## src/hpsc_consts.svh

```systemverilog
// register offsets, reset values and field constants of the power/string bank
`ifndef HPSC_CONSTS_SVH
`define HPSC_CONSTS_SVH
`define HPSC_OFS_MAX_POWER_SELF 8'h0c
`define HPSC_OFS_MAX_POWER_BUS 8'h0d
`define HPSC_OFS_CTRL_CURRENT_SELF 8'h0e
`define HPSC_OFS_CTRL_CURRENT_BUS 8'h0f
`define HPSC_OFS_SETTLE_TIME 8'h10
`define HPSC_OFS_LANG_HIGH 8'h11
`define HPSC_OFS_LANG_LOW 8'h12
`define HPSC_OFS_MAKER_STR_LEN 8'h13
`define HPSC_RST_CTRL_CURRENT 8'h32
`define HPSC_RST_ZERO 8'h00
`define HPSC_RDATA_UNMAPPED 8'h00
`define HPSC_STRING_LEN_MAX 8'h1f
`define HPSC_NUM_REGS 8
`define HPSC_POWER_UNIT_MA 2
`define HPSC_SETTLE_UNIT_MS 2
`endif

```

## src/hpsc_pkg.sv

```systemverilog
// types shared by the power/string configuration bank
package hpsc_pkg;
    typedef logic [7:0] hpsc_byte_t;
    typedef logic [7:0] hpsc_addr_t;
    typedef logic [15:0] hpsc_lang_t;
endpackage

```

## src/hpsc_cfg_if.sv

```systemverilog
// interface carrying the stored register values to the descriptor mux
`timescale 1ns/100ps
`default_nettype none
interface hpsc_cfg_if;
    logic [7:0] max_power_self;
    logic [7:0] max_power_bus;
    logic [7:0] ctrl_current_self;
    logic [7:0] ctrl_current_bus;
    logic [7:0] settle_time;
    logic [7:0] lang_high;
    logic [7:0] lang_low;
    logic [7:0] maker_len;
    modport store (output max_power_self, max_power_bus, ctrl_current_self,
        ctrl_current_bus, settle_time, lang_high, lang_low, maker_len);
    modport use_side (input max_power_self, max_power_bus, ctrl_current_self,
        ctrl_current_bus, settle_time, lang_high, lang_low, maker_len);
endinterface
`default_nettype wire

```

## src/hpsc_top.sv

```systemverilog
// hub power budget and string configuration register bank
`timescale 1ns/100ps
`default_nettype none
module hpsc_top
    import hpsc_pkg::*;
(
    input wire logic i_clk,                   // 10 MHz core clock
    input wire logic i_nrst,                  // async reset, low
    input wire logic i_wr_en,                 // loader write strobe
    input wire logic i_rd_en,                 // loader read strobe
    input wire hpsc_pkg::hpsc_addr_t i_addr,  // register offset
    input wire hpsc_pkg::hpsc_byte_t i_wdata, // write data
    output hpsc_pkg::hpsc_byte_t o_rdata,     // read data, registered
    output var logic o_rvalid,                // read data valid pulse
    input wire logic i_self_powered,          // powering mode, same domain
    input wire logic i_string_en,             // string support enable
    output hpsc_pkg::hpsc_byte_t o_max_power,     // budget for descriptor
    output hpsc_pkg::hpsc_byte_t o_ctrl_current,  // own draw for descriptor
    output hpsc_pkg::hpsc_byte_t o_settle_time,   // port power-on delay
    output hpsc_pkg::hpsc_lang_t o_lang_code,     // language code
    output hpsc_pkg::hpsc_byte_t o_maker_len,     // maker string length
    output var logic o_strings_on                 // string support active
);
    `include "hpsc_consts.svh"

    hpsc_byte_t regs_r [`HPSC_NUM_REGS];
    hpsc_byte_t regs_nxt [`HPSC_NUM_REGS];
    hpsc_byte_t rdata_r, rdata_nxt;
    logic rvalid_r, rvalid_nxt;
    hpsc_cfg_if cfg ();

    // map an offset to a slot index; out of range gives -1
    function automatic int slot_of(input hpsc_addr_t a);
        if (a >= `HPSC_OFS_MAX_POWER_SELF && a <= `HPSC_OFS_MAKER_STR_LEN)
            return int'(a - `HPSC_OFS_MAX_POWER_SELF);
        return -1;
    endfunction

    // write path; every slot plain 8-bit storage, loader keeps ranges
    always_comb begin
        for (int k = 0; k < `HPSC_NUM_REGS; k++) begin
            regs_nxt[k] = regs_r[k];
        end
        if (i_wr_en && slot_of(i_addr) >= 0) begin
            regs_nxt[slot_of(i_addr)] = i_wdata;
        end
    end

    // storage; controller draw defaults to 100 mA
    always_ff @(posedge i_clk or negedge i_nrst) begin
        if (!i_nrst) begin
            for (int k = 0; k < `HPSC_NUM_REGS; k++) begin
                regs_r[k] <= `HPSC_RST_ZERO;
            end
            regs_r[2] <= `HPSC_RST_CTRL_CURRENT;
            regs_r[3] <= `HPSC_RST_CTRL_CURRENT;
        end else begin
            for (int k = 0; k < `HPSC_NUM_REGS; k++) begin
                regs_r[k] <= regs_nxt[k];
            end
        end
    end

    // read path; unmapped offsets answer zero, same one-cycle timing
    always_comb begin
        rvalid_nxt = i_rd_en;
        rdata_nxt = rdata_r;
        if (i_rd_en) begin
            if (slot_of(i_addr) >= 0) begin
                rdata_nxt = regs_r[slot_of(i_addr)];
            end else begin
                rdata_nxt = `HPSC_RDATA_UNMAPPED;
            end
        end
    end

    always_ff @(posedge i_clk or negedge i_nrst) begin
        if (!i_nrst) begin
            rdata_r <= `HPSC_RST_ZERO;
            rvalid_r <= 1'b0;
        end else begin
            rdata_r <= rdata_nxt;
            rvalid_r <= rvalid_nxt;
        end
    end

    // fan stored slots onto the interface
    assign cfg.max_power_self = regs_r[0];
    assign cfg.max_power_bus = regs_r[1];
    assign cfg.ctrl_current_self = regs_r[2];
    assign cfg.ctrl_current_bus = regs_r[3];
    assign cfg.settle_time = regs_r[4];
    assign cfg.lang_high = regs_r[5];
    assign cfg.lang_low = regs_r[6];
    assign cfg.maker_len = regs_r[7];

    assign o_rdata = rdata_r;
    assign o_rvalid = rvalid_r;
    assign o_settle_time = regs_r[4];

    hpsc_select u_select (
        .i_clk(i_clk),
        .i_nrst(i_nrst),
        .i_self_powered(i_self_powered),
        .i_string_en(i_string_en),
        .cfg(cfg),
        .o_max_power(o_max_power),
        .o_ctrl_current(o_ctrl_current),
        .o_lang_code(o_lang_code),
        .o_maker_len(o_maker_len),
        .o_strings_on(o_strings_on)
    );
endmodule
`default_nettype wire

```

## src/hpsc_select.sv

```systemverilog
// descriptor field selection from the stored configuration values
`timescale 1ns/100ps
`default_nettype none
module hpsc_select
    import hpsc_pkg::*;
(
    input wire logic i_clk,                  // core clock
    input wire logic i_nrst,                 // async reset, low
    input wire logic i_self_powered,         // powering mode, same domain
    input wire logic i_string_en,            // string support enable
    hpsc_cfg_if.use_side cfg,                // stored values
    output hpsc_pkg::hpsc_byte_t o_max_power,    // selected budget
    output hpsc_pkg::hpsc_byte_t o_ctrl_current, // selected own draw
    output hpsc_pkg::hpsc_lang_t o_lang_code,    // 16-bit language code
    output hpsc_pkg::hpsc_byte_t o_maker_len,    // string length or zero
    output var logic o_strings_on                // string support active
);
    `include "hpsc_consts.svh"
    hpsc_byte_t pwr_r, pwr_nxt, cur_r, cur_nxt, len_r, len_nxt;
    hpsc_lang_t lang_r, lang_nxt;
    logic on_r, on_nxt;

    // pick values by powering mode; strings blanked when disabled
    always_comb begin
        pwr_nxt = i_self_powered ? cfg.max_power_self : cfg.max_power_bus;
        cur_nxt = i_self_powered ? cfg.ctrl_current_self
                                 : cfg.ctrl_current_bus;
        on_nxt = i_string_en;
        lang_nxt = i_string_en ? {cfg.lang_high, cfg.lang_low}
                               : 16'h0000;
        len_nxt = i_string_en ? cfg.maker_len : `HPSC_RST_ZERO;
    end

    // registered so descriptor data is glitch free
    always_ff @(posedge i_clk or negedge i_nrst) begin
        if (!i_nrst) begin
            pwr_r <= `HPSC_RST_ZERO;
            cur_r <= `HPSC_RST_CTRL_CURRENT;
            lang_r <= 16'h0000;
            len_r <= `HPSC_RST_ZERO;
            on_r <= 1'b0;
        end else begin
            pwr_r <= pwr_nxt;
            cur_r <= cur_nxt;
            lang_r <= lang_nxt;
            len_r <= len_nxt;
            on_r <= on_nxt;
        end
    end

    assign o_max_power = pwr_r;
    assign o_ctrl_current = cur_r;
    assign o_lang_code = lang_r;
    assign o_maker_len = len_r;
    assign o_strings_on = on_r;
endmodule
`default_nettype wire

```

## config.mk

```make
export PLATFORM = sky130hd
export DESIGN_NAME = hpsc_top
export DESIGN_NICKNAME = d
export VERILOG_FILES = /design/src/hpsc_pkg.sv /design/src/hpsc_cfg_if.sv /design/src/hpsc_top.sv /design/src/hpsc_select.sv
export VERILOG_INCLUDE_DIRS = /design/src
export SDC_FILE = /design/constraint.sdc
export NUM_CORES = 1
export LEC_CHECK = 0
export BUFFER_PORTS_ARGS = -buffer_cell sky130_fd_sc_hd__buf_2
export CORE_MARGIN = 3
export CORE_UTILIZATION = 56
export CTS_CLUSTER_SIZE = 20
export DETAILED_ROUTE_END_ITERATION = 6
export HOLD_SLACK_MARGIN = 0.1
export PLACE_DENSITY = 0.79
export SLEW_MARGIN = 20
export SYNTH_ARGS = -nofsm -noshare
export SYNTH_HDL_FRONTEND = slang
export SYNTH_SLANG_ARGS = --single-unit
```

## constraint.sdc

```tcl
create_clock -name i_clk -period 1.7 [get_ports i_clk]
set_input_delay 0.34 -clock i_clk [delete_from_list [all_inputs] [get_ports i_clk]]
set_output_delay 0.34 -clock i_clk [all_outputs]
set_load 0.1 [all_outputs]
```

; Word level (Yosys, flattened, before mapping)
; Cells that the tools add are included.
[word_totals]
elab_cells = 53
regBits = 114
out_inout_bits = 58
[classes]
n_mux = 25
bitwise = 2
n_lt_le_gt_ge = 7
reduce_logical = 3
add_sub_neg = 1
[ops]
columns = cell, count
row1 = two-way mux 32 bit, 9
row2 = bitwise mux 64 bit, 1
row3 = greater-or-equal comparator 32 x 1 -> 1 bit (second input constant), 2
row4 = greater-or-equal comparator 32 x 4 -> 1 bit (second input constant), 2
row5 = NOT 32 bit, 2
row6 = two-way mux 8 bit, 7
row7 = < comparator 32 x 1 -> 1 bit (second input constant), 1
row8 = binary-select mux 8 bit (select 3 bit), 1
row9 = demux 8 bit (select 3 bit), 1
row10 = two-way mux 16 bit, 1
row11 = subtractor 8 x 4 -> 9 bit (second input constant), 1
row12 = greater-or-equal comparator 8 x 4 -> 1 bit (second input constant), 1
row13 = <= comparator 8 x 5 -> 1 bit (second input constant), 1
row14 = two-way mux 1 bit, 5
row15 = logical AND 1 bit, 3

; Depth between registers and ports, before layout
; Gate-level depths: netlist of the first run.
[logic_depth]
depth_word = 17
ltp_mapped = 10
mapped_depth_nobuf = 7

; Hierarchy
; From an unflattened synthesis of the first run, not the netlist that was laid out.
[hier_totals]
cells_unflattened = 339
hier_area_um2 = 5059.9
[modules_own_cells]
columns = module, seq_area_each_um2, area_each_um2, n_inst, cells_per_inst
row1 = hpsc_top, 1834.3, 3623.5, 1, 254
row2 = hpsc_select, 1029.7, 1436.4, 1, 85

; Worst setup path before layout of the first run
; No wires, ideal clock.
[synth_timing]
kind = input to register
from = in i_addr[2]
to = reg regs_r, in the netlist cfg.max_power_self[0]
arrival_ns = 2.354
required_ns = 1.575
path_buffers = 3
setup_time_ns = 0.125
path_slack_ns = -0.778
path_stages = 10
path_cell_list = clkbuf_1 > inv_1 > ha_1 > nor2b_1 > a2111oi_4 > and3_1 > buf_4 > nand2b_1 > buf_6 > mux2_2
[synth_between]
elab_chain_len = 12
word_cells_on_any_way = 19
[synth_lines]
columns = item, line
row1 = "start, declared", hpsc_top.sv:11  ; input wire hpsc_pkg::hpsc_addr_t i_addr,
row2 = greater-or-equal comparator 8 x 4 -> 1 bit (no source line) or <= comparator 8 x 5 -> 1 bit (tied branches), -
row3 = logical AND 1 bit (no source line), -
row4 = two-way mux 1 bit, hpsc_top.sv:34  ; if (a >= `HPSC_OFS_MAX_POWER_SELF && a <= `HPSC_OFS_MAKER_STR_LEN)
row5 = two-way mux 1 bit, hpsc_top.sv:44  ; if (i_wr_en && slot_of(i_addr) >= 0) begin
row6 = two-way mux 32 bit, hpsc_top.sv:36  ; return -1;
row7 = two-way mux 32 bit, hpsc_top.sv:44
row8 = NOT 32 bit (implied by the code), hpsc_top.sv:45  ; regs_nxt[slot_of(i_addr)] = i_wdata;
row9 = greater-or-equal comparator 32 x 4 -> 1 bit (implied by the code) or < comparator 32 x 1 -> 1 bit (tied branches), hpsc_top.sv:45
row10 = logical AND 1 bit (implied by the code), hpsc_top.sv:45
row11 = two-way mux 8 bit (implied by the code), hpsc_top.sv:45
row12 = demux 8 bit (select 3 bit), hpsc_top.sv:45
row13 = bitwise mux 64 bit, hpsc_top.sv:45
row14 = "end signal, assigned by index", hpsc_top.sv:53  ; regs_r[k] <= `HPSC_RST_ZERO;
row15 = "end signal, assigned by index", hpsc_top.sv:59  ; regs_r[k] <= regs_nxt[k];
row16 = "end, declared", hpsc_top.sv:26  ; hpsc_byte_t regs_r [`HPSC_NUM_REGS];
; Parallel ways exist; a longest one is shown, timed or not. The select of a mux whose other input is x is not followed.
; A chain may end at the register's enable or synchronous reset.

; Worst setup path in the final report of the first run
[layout_timing]
from = in i_addr[2]
to = reg regs_r, in the netlist cfg.ctrl_current_self[0]
; The elaborated chain is that of the path after synthesis.

==> flow_summary_export.csv, run 1 <==
group,metric,value,unit
yosys,yosys_warnings,0,
yosys,netlist_area,0.00490,mm2
critical_path,startpoint_type,"input port",
routing,routed_wl,12.6,mm
pwr,leakagePower,3.45,nW
floorplan,initial_core_util,58.8,%
timing,fmax,572,MHz
critical_path,cp_max_fo,8,
critical_path,worstSetupEndpointType,"flip-flop",
routing,ant_nets,0,
timing,fin_crit_sh,103,%
placed_design,numPortBuffers,79,
routing,viasPerCell,5.75,
yosys,synthTopCellsByArea,"dfrtp_1 54%, mux2_2 18%, dfstp_2 4.8%",
grt,antenna_found_initial,0,
routing,drc,0,
critical_path,required,2100,ps
critical_path,max_stage_delay,410,ps
grt,overflow,0,
floorplan,core_area,0.00834,mm2
cts,clock-root-buffer,"clkbuf_8",
critical_path,path_buf_inv,2,
finish,num-fill-cells,446,
grt,grt_pass1_wl,20.0,mm
yosys,yosysTopAreaCell,"dfrtp_1",
floorplan,rows,33,
yosys,synth-edff-count,0,
timing,worst_pin_slew,496,ps
critical_path,crit_slowest_cell,"or3b_4",
yosys,yosysSeqAreaShare,58.4,%
yosys,syn_avg_cell_area,13.5,um2
routing,drtPass1Iterations,4,
flow_run,maxCapViolCount,0,
run_status,violations,"negative setup slack",
yosys,syn_nets,387,
critical_path,crit_chain,"buf_8, ha_4, or3b_4, a2111oi_4, and3_1, buf_6, nand4_4, mux2_4",
floorplan,ios,80,
timing,skew,4.76,ps
placed_design,place_hpwl,8.52,mm
timing,hold_slack,115,ps
yosys,synth_cell_type_count,50,
grt,grt_pass1_vias,3701,
finish,post-route-util,81.5,%
yosys,synthCells,363,
finish,multi_input_area,0.00223,mm2
cts,cts_buffers,17,
timing,worst_slack,-48.5,ps
finish,layout-area-overhead-vs-synth,38.8,%
finish,largest_reg_flops,16,
yosys,synthArstFlopShare,100,%
finish,diodes,0,
pwr,ir_drop,0.687,mV
routing,vias,3530,
yosys,synthFlopType,"dfrtp_1",
placed_design,place_congestion,0.930,
critical_path,arrival,2150,ps
cts,cts_sinks,114,
floorplan,design.die.area,0.00991,mm2
finish,seqCellArea,0.00286,mm2
timing,drv_slew,0,
finish,drive_gt1_share,55.4,%
routing,wl_per_cell,20.5,um
grt,grt_max_degree,38,
yosys,synth_seq_cells,114,
timing,rsz0062_at_grt,"true",
timing,relSlewSlack,67.1,%
cts,worst_skew_pair.late_latency,510,ps
routing,drtIter0Drc,190,
pwr,p_per_area,1070,mW/mm2
floorplan,die_h,99.6,um
grt,grtUsageTotal,26.8,%
critical_path,crit_family,"simple AND/OR/NAND/NOR gates",
hold_path,worstHoldPathType,"input port to flip-flop",
finish,layout.nets,520,
floorplan,dieWidth,99.6,um
timing,setup_viol,22,
timing,hold_viol_final,0,
critical_path,crit_type,"input port to flip-flop",
yosys,yosysTopAreaCellShare,53.6,%
cts,cts_tree,"done",
cts,htreeDepth,4,
cts,clock_path_buffers,2,
cts,cts.clk_slew.worst_paths,60,ps
run_status,status,"finished with violations",
timing,period_minus_slack,1750,ps
-- path summary, 6_finish.rpt --
| kind | cells after the start | slack (ps) | to | from |
|---|---|---|---|---|
| setup / recovery | 8 | -50 | cfg.ctrl_current_self[0]$_DFFE_PN0P_ | i_addr[2] |
| hold / removal | 1 | 110 | u_select.o_strings_on$_DFF_PN0_ | i_string_en |
| setup reg to reg | 4 | 210 | o_rdata[3]$_DFFE_PN0P_ | cfg.max_power_self[3]$_DFFE_PN0P_ |
| hold reg to reg | 1 | 490 | o_rdata[7]$_DFFE_PN0P_ | o_rdata[7]$_DFFE_PN0P_ |
| max in group asynchronous | 3 | 820 | cfg.ctrl_current_bus[4]$_DFFE_PN1P_ | i_nrst |
| min in group asynchronous | 2 | 290 | cfg.maker_len[4]$_DFFE_PN0P_ | i_nrst |
-- cells by family after synthesis --
logic type	share of synthesized area (%)
compound gates	5.97
xor+xnor	0.357
fa+ha+maj	0.511
buf+inv	1.86
flops	58.4
mux	21.3
simple gates	11.6
-- area by class of cell --
cell class	instances	area share, %
flip-flops and latches	114	42.1
clock buffers	20	6.70
repair buffers	128	13.2
well taps	105	1.93
inverters	5	0.276
clock inverters	12	2.98
multi-input cells	230	32.8
-- where the power goes --
part / internal, mW / total (mW) / leakage, nW / switching [mW]
Clock: 2.65 / 3.91 / 0.321 / 1.26
Combinational: 0.175 / 0.552 / 1.58 / 0.377
Sequential: 2.76 / 2.79 / 1.55 / 0.0273
-- through the flow --
stage | cell area [um2] | setup TNS (ps) | std cells | total power, mW | setup slack, ps
global placement | 5970 | -39550 | 576 | 3.35 | -620
finish | 6800 | -496 | 614 | 7.25 | -48.5
detailed placement | 5970 | -41510 | 576 | 3.36 | -656
CTS | 6700 | -31.4 | 611 | 7.28 | -21.3
global route | 6800 | -1760 | 614 | 7.44 | -96.9
floorplan | 5150 | -31700 | 363 | 3.13 | -613
-- layer usage --
metal / up-vias / track usage [%] / wire length, um
met4: 0 / 10.7 / 281
met2: 130 / 43.8 / 6300
li1: 1579 / - / -
met5: - / 0 / 0
met1: 1797 / 34.7 / 5180
met3: 24 / 6.10 / 847
-- cell usage in the layout (no fill, tap or decap), types with 3 or more instances in the layout --
| master | synthesis | routed |
|---|---|---|
| dfrtp_1 | 105 | 105 |
| buf_2 | 1 | 69 |
| mux2_2 | 78 | 53 |
| buf_4 | 1 | 44 |
| nand2_1 | 38 | 37 |
| mux2_4 | 3 | 28 |
| and2_1 | 24 | 24 |
| clkbuf_16 | 0 | 16 |
| dfstp_2 | 9 | 9 |
| nand4_1 | 8 | 8 |
| o211ai_1 | 7 | 7 |
| buf_12 | 0 | 7 |
| a21oi_1 | 7 | 6 |
| and3_1 | 5 | 5 |
| bufinv_16 | 0 | 5 |
| inv_1 | 5 | 4 |
| nor2b_1 | 5 | 4 |
| mux4_2 | 4 | 4 |
| clkbuf_8 | 0 | 4 |
| nor3_1 | 4 | 3 |
| mux2i_1 | 3 | 3 |
| clkinv_4 | 0 | 3 |
| clkbuf_4 | 0 | 3 |
-- cell usage after synthesis, types with 3 or more instances --
cell        n
nand2b_1    3
dfrtp_1   105
nand2_1    38
mux2_4      3
and3_1      5
nor2b_1     5
clkbuf_1   10
mux2i_1     3
a21oi_1     7
mux2_2     78
and2_1     24
dfstp_2     9
o211ai_1    7
nor3_1      4
nand4_1     8
nor2_1      3
inv_1       5
mux4_2      4
-- what timing repair did --
item | CTS | global route
gates resized for setup | 11 | 12
pin swaps | 2 | 2
buffers inserted | 1 | 3
setup endpoints to repair | 62 | 64
hold endpoints to repair | 106 | 0
hold buffers | 2 | 0
(Power assumes the default switching activity.)
==> run 2, diff against run 1 <==
--- a/config.mk
+++ b/config.mk
@@ -8,12 +8,10 @@
 export LEC_CHECK = 0
 export BUFFER_PORTS_ARGS = -buffer_cell sky130_fd_sc_hd__buf_2
 export CORE_MARGIN = 3
-export CORE_UTILIZATION = 56
+export CORE_UTILIZATION = 30
 export CTS_CLUSTER_SIZE = 20
 export DETAILED_ROUTE_END_ITERATION = 6
 export HOLD_SLACK_MARGIN = 0.1
-export PLACE_DENSITY = 0.79
-export SLEW_MARGIN = 20
 export SYNTH_ARGS = -nofsm -noshare
 export SYNTH_HDL_FRONTEND = slang
 export SYNTH_SLANG_ARGS = --single-unit
==> constraint.sdc (replaced) <==
create_clock -name i_clk -period 1.6 [get_ports i_clk]
set_input_delay 0.32 -clock i_clk [delete_from_list [all_inputs] [get_ports i_clk]]
set_output_delay 0.32 -clock i_clk [all_outputs]
set_load 0.1 [all_outputs]
==> flow_summary_export.csv, run 2 (synthesis gave the netlist of run 1 again) <==
group,metric,value,unit
run_status,status,"finished with violations",
run_status,violations,"negative setup slack",
timing,relSlewSlack,65.8,%
routing,vias,3423,
finish,layout_commonest_cell,"dfrtp_1",
timing,fmax,549,MHz
grt,antenna_found_initial,0,
timing,fin_crit_sh,114,%
placed_design,post_dp_cell_area,0.00615,mm2
grt,grt_max_degree,35,
critical_path,crit_family,"simple AND/OR/NAND/NOR gates",
grt,grt_pass1_vias,3635,
pwr,ir_drop,0.738,mV
floorplan,rows,46,
cts,worst_skew_pair.late_latency,400,ps
timing,rsz0062_at_grt,"true",
placed_design,numPortBuffers,79,
floorplan,die_h,134,um
timing,period_minus_slack,1820,ps
cts,cts_tree,"done",
floorplan,design.die.area,0.0179,mm2
floorplan,initial_core_util,30.7,%
timing,drv_slew,0,
timing,worst_pin_slew,512,ps
critical_path,crit_slowest_cell,"or3b_4",
finish,largest_reg_flops,16,
critical_path,arrival,2110,ps
finish,diodes,0,
routing,wl_per_cell,17.5,um
critical_path,crit_type,"input port to flip-flop",
finish,layout-area-overhead-vs-synth,45.0,%
finish,drive_gt1_share,57.6,%
timing,setup_viol,72,
cts,cts_sinks,114,
timing,hold_viol_final,0,
floorplan,core_area,0.0159,mm2
routing,ant_nets,0,
finish,layout.nets,527,
grt,grtUsageTotal,14.7,%
cts,htreeDepth,4,
routing,drtIter0Drc,240,
critical_path,cp_max_fo,8,
finish,seqCellArea,0.00286,mm2
pwr,leakagePower,3.51,nW
critical_path,crit_chain,"buf_8, ha_4, or3b_4, a2111oi_4, and3_4, buf_4, nand4_4, mux2_2",
pwr,fin_total_pwr,7.54,mW
finish,multi_input_area,0.00230,mm2
hold_path,worstHoldPathType,"input port to flip-flop",
routing,viasPerCell,4.68,
placed_design,place_hpwl,9.32,mm
finish,num-fill-cells,1444,
timing,skew,5.81,ps
floorplan,dieWidth,134,um
critical_path,worstSetupEndpointType,"flip-flop",
critical_path,required,1880,ps
finish,final_cell_mix,"105 x dfrtp_1, 70 x buf_2, 54 x mux2_2, 39 x buf_4, 36 x nand2_1",
critical_path,startpoint_type,"input port",
cts,cts.clk_slew.worst_paths,50,ps
floorplan,ios,80,
grt,grt_pass1_wl,20.3,mm
routing,drc,0,
cts,clock-root-buffer,"clkbuf_16",
timing,hold_slack,198,ps
hold_path,holdCritStartpoint,"i_string_en",
critical_path,crit_start,"i_addr[2]",
grt,overflow,0,
critical_path,max_stage_delay,410,ps
timing,worst_slack,-221,ps
finish,stdcell_area,0.00710,mm2
critical_path,reg2reg_from,"cfg.ctrl_current_self[2]$_DFFE_PN0P_",
cts,clock_path_buffers,2,
placed_design,place_congestion,0.855,
critical_path,path_buf_inv,2,
routing,routed_wl,12.8,mm
routing,drtPass1Iterations,4,
flow_run,maxCapViolCount,0,
cts,cts_buffers,17,
pwr,p_per_area,1060,mW/mm2
run 2: changes by cell type in the layout (fill, tap and decap cells not counted), moves of 3 or more:
cell	previous run	this run
buf_6	2	11
buf_4	44	39
clkinv_2	2	6
buf_12	7	10
clkinv_4	3	0
run 2: area by class of cell:
type / count / share of cell area [%]
Tap cell: 216 / 3.80
Clock buffer: 21 / 6.62
Inverter: 5 / 0.317
Sequential cell: 114 / 40.3
Multi-Input combinational cell: 230 / 32.4
Timing Repair Buffer: 135 / 14.3
Clock inverter: 11 / 2.22
run 2: report_power, final:
group | total, mW | leakage (nW) | internal (mW) | switching, mW
Combinational | 0.610 | 1.65 | 0.203 | 0.406
Sequential | 2.97 | 1.55 | 2.94 | 0.0325
Clock | 3.97 | 0.312 | 2.71 | 1.26
Total | 7.54 | 3.51 | 5.85 | 1.70
run 2: worst reg2reg max path, stage by stage, from the launching register on:
cell and delay, ps:
dfrtp_1 400, mux4_2 510, o211ai_1 190, nand2_1 60, and3_1 170
run 2: stage by stage:
stage	TNS, ps	instances	setup slack, ps	utilization, %
after global placement	-45630	689	-712	38.6
after detailed placement	-47310	689	-754	38.6
after global routing	-12980	732	-249	44.6
final	-10570	732	-221	44.6
after CTS	-9450	729	-214	44.0
after floorplan	-37460	363	-693	-
run 2: path summary, 6_finish.rpt:
check / slack, ps / end / cells after the start
setup reg to reg: 160 / o_rdata[2]$_DFFE_PN0P_ / 4
setup / recovery: -220 / cfg.ctrl_current_self[2]$_DFFE_PN0P_ / 8
min in group asynchronous: 380 / o_rdata[3]$_DFFE_PN0P_ / 2
max in group asynchronous: 620 / u_select.o_maker_len[0]$_DFF_PN0_ / 3
hold / removal: 200 / u_select.o_strings_on$_DFF_PN0_ / 1
hold reg to reg: 520 / o_rdata[7]$_DFFE_PN0P_ / 1
run 2: repair_timing:
item                                   CTS  global route
endpoints found under the hold margin   18             0
pin swaps                               15            11
cloned                                   0             0
setup buffers                            6             5
resized for setup                       32            13
hold buffers                             2             0
setup endpoints to repair               73            74
run 2: routing by layer:
layer  part of all wire, %  GRT usage [%]
met4                   2.1           5.09
met3                   5.4           4.24
met1                    45           19.6
met5                     0              0
met2                    48           23.1
==> run 3, diff against run 2 <==
--- a/config.mk
+++ b/config.mk
@@ -6,6 +6,7 @@
 export SDC_FILE = /design/constraint.sdc
 export NUM_CORES = 1
 export LEC_CHECK = 0
+export ABC_AREA = 1
 export BUFFER_PORTS_ARGS = -buffer_cell sky130_fd_sc_hd__buf_2
 export CORE_MARGIN = 3
 export CORE_UTILIZATION = 30
==> flow_summary_export.csv, run 3 <==
group,metric,value,unit
placed_design,place_hpwl,10.8,mm
timing,rsz0062_at_grt,"true",
yosys,syn_avg_cell_area,8.40,um2
grt,grt_pass1_wl,25.9,mm
hold_path,worstHoldPathType,"input port to flip-flop",
routing,routed_wl,15.8,mm
yosys,synthTopCellsByArea,"dfrtp_1 50%, nand2_1 17%, nand4_1 9.9%",
floorplan,die_h,138,um
finish,stdcell_area,0.00719,mm2
finish,layout_commonest_cell,"nand2_1",
cts,cts_buffers,17,
critical_path,max_stage_delay,430,ps
routing,ant_nets,0,
routing,wl_per_cell,16.2,um
run_status,status,"finished clean",
yosys,yosysTopAreaCellShare,50.1,%
timing,worst_pin_slew,497,ps
yosys,synth_seq_cells,114,
critical_path,crit_chain,"buf_2",
routing,drc,0,
critical_path,cp_max_fo,2,
routing,viasPerCell,4.90,
timing,fmax,657,MHz
timing,hold_viol_final,0,
yosys,netlist_area,0.00524,mm2
cts,cts.clk_slew.worst_paths,50,ps
routing,vias,4802,
routing,drtPass1Iterations,6,
floorplan,core_area,0.0168,mm2
cts,worst_skew_pair.late_latency,420,ps
cts,cts_tree,"done",
critical_path,required,1280,ps
yosys,yosysSeqAreaShare,54.6,%
grt,met1_usage,23.3,%
cts,cts_sinks,114,
grt,grt.met2_usage,25.7,%
critical_path,startpoint_type,"flip-flop",
finish,final_cell_mix,"232 x nand2_1, 105 x dfrtp_1, 83 x nand4_1, 63 x buf_2, 56 x inv_1",
timing,relSlewSlack,67.1,%
yosys,synth_cell_type_count,23,
grt,grtUsageMet3,4.70,%
floorplan,initial_core_util,31.2,%
pwr,fin_total_pwr,6.92,mW
yosys,ys_top_cells_by_count,"237 x nand2_1, 105 x dfrtp_1, 83 x nand4_1, 59 x inv_1, 45 x nand3_1",
finish,layout-area-overhead-vs-synth,37.1,%
critical_path,path_buf_inv,1,
finish,diodes,0,
placed_design,post_dp_cell_area,0.00634,mm2
grt,grt_max_degree,42,
floorplan,ios,80,
pwr,ir_drop,0.704,mV
grt,grt_pass1_vias,4821,
timing,worst_slack,77.6,ps
timing,period_minus_slack,1520,ps
floorplan,design.die.area,0.0191,mm2
timing,fin_crit_sh,95.1,%
flow_run,maxCapViolCount,0,
yosys,syn_nets,648,
yosys,synthFlopType,"dfrtp_1",
yosys,synth-edff-count,0,
routing,drtIter0Drc,394,
placed_design,place_congestion,0.845,
timing,skew,4.05,ps
yosys,synthArstFlopShare,100,%
grt,grtUsageTotal,17.1,%
pwr,leakagePower,3.91,nW
cts,htreeDepth,4,
placed_design,dp_slack,-491,ps
grt,grt_busiest_layer,"met2",
grt,antenna_found_initial,0,
yosys,yosysMostFrequentCell,"nand2_1",
timing,setup_viol,0,
critical_path,worstSetupEndpointType,"output port",
cts,clock-root-buffer,"clkbuf_16",
finish,num-fill-cells,1719,
floorplan,dieWidth,138,um
critical_path,crit_family,"buffers and inverters",
floorplan,rows,47,
finish,largest_reg_flops,16,
yosys,yosysTopAreaCell,"dfrtp_1",
yosys,yosys_warnings,0,
placed_design,dp.cells,937,
timing,drv_slew,0,
grt,overflow,0,
critical_path,crit_type,"flip-flop to output port",
placed_design,numPortBuffers,79,
cts,clock_path_buffers,2,
critical_path,arrival,1200,ps
critical_path,crit_slowest_cell,"buf_2",
yosys,synthCells,624,
finish,final_cells,980,
finish,drive_gt1_share,29.1,%
finish,layout.nets,771,
pwr,p_per_area,963,mW/mm2
-- run 3: changes by cell type after synthesis, moves of 6 or more --
cell / before / now
nand2_1: 38 / 237
inv_1: 5 / 59
o21ai_0: 0 / 10
a21oi_1: 7 / 0
clkbuf_1: 10 / 19
mux2_2: 78 / 8
nand4_1: 8 / 83
buf_4: 1 / 7
and2_1: 24 / 0
nand3_1: 1 / 45
buf_2: 1 / 14
-- run 3: cell families (layout without fill, tap and decap cells) --
kind of cell,Yosys count,in the layout,share of synthesized area (%)
buf+inv,103,239,8.21
flops,114,114,54.6
mux,8,8,1.72
fa+ha+maj,2,2,0.477
simple gates,379,379,32.8
compound gates,17,17,2.05
xor+xnor,1,1,0.167
-- run 3: where the power goes --
part	internal, mW	switching (mW)	leakage (nW)
Clock	2.34	1.27	0.289
Combinational	0.124	0.290	2.07
Sequential	2.90	0.00424	1.56
Total	5.36	1.56	3.91
-- run 3: per-stage QoR --
stage / TNS [ps] / util (%) / hold WS (ps)
3_5_place_dp: -27900 / 37.7 / 195
5_1_grt: -286 / 42.7 / 245
3_3_place_gp: -25430 / 37.7 / 197
4_1_cts: -537 / 41.2 / 243
6_report: 0 / 42.7 / 257
2_1_floorplan: -3610 / - / 24.4
-- run 3: per-layer routing --
layer  up-vias  wire (um)
met5         -          0
met4         0        373
met3        33        932
met2       161       7350
met1      2310       7190
li1       2298          -
-- run 3: final timing paths --
check,start,endpoint,slack [ps],cells past startpoint
worst min-delay path,i_wdata[3],cfg.lang_low[3]$_DFFE_PN0P_,260,3
worst max register to register,cfg.ctrl_current_self[5]$_DFFE_PN1P_,o_rdata[5]$_DFFE_PN0P_,450,6
min in group asynchronous,i_nrst,o_settle_time[5]$_DFFE_PN0P_,300,2
worst min register to register,cfg.ctrl_current_self[5]$_DFFE_PN1P_,cfg.ctrl_current_self[5]$_DFFE_PN1P_,470,2
worst max-delay path,o_rdata[0]$_DFFE_PN0P_,o_rdata[0],80,1
max in group asynchronous,i_nrst,u_select.o_max_power[5]$_DFF_PN0_,750,3
-- run 3: repair_timing --
| action | 4_1_cts | 5_1_grt |
|---|---|---|
| gates cloned | 0 | 0 |
| setup endpoints to repair | 22 | 74 |
| gates resized for setup | 1 | 41 |
| pin swaps | 0 | 8 |
| hold buffers | 2 | 0 |
| hold endpoints to repair | 106 | 0 |
| buffers inserted | 0 | 9 |
-- run 3: final cells by class --
class	instances	area [um2]	share of cell area, %
Inverter	61	246	3.43
Multi-Input combinational cell	407	2130	29.6
Clock buffer	29	561	7.80
Tap cell	220	275	3.83
Sequential cell	114	2860	39.8
Clock inverter	3	15.0	0.209
Timing Repair Buffer	146	1100	15.3
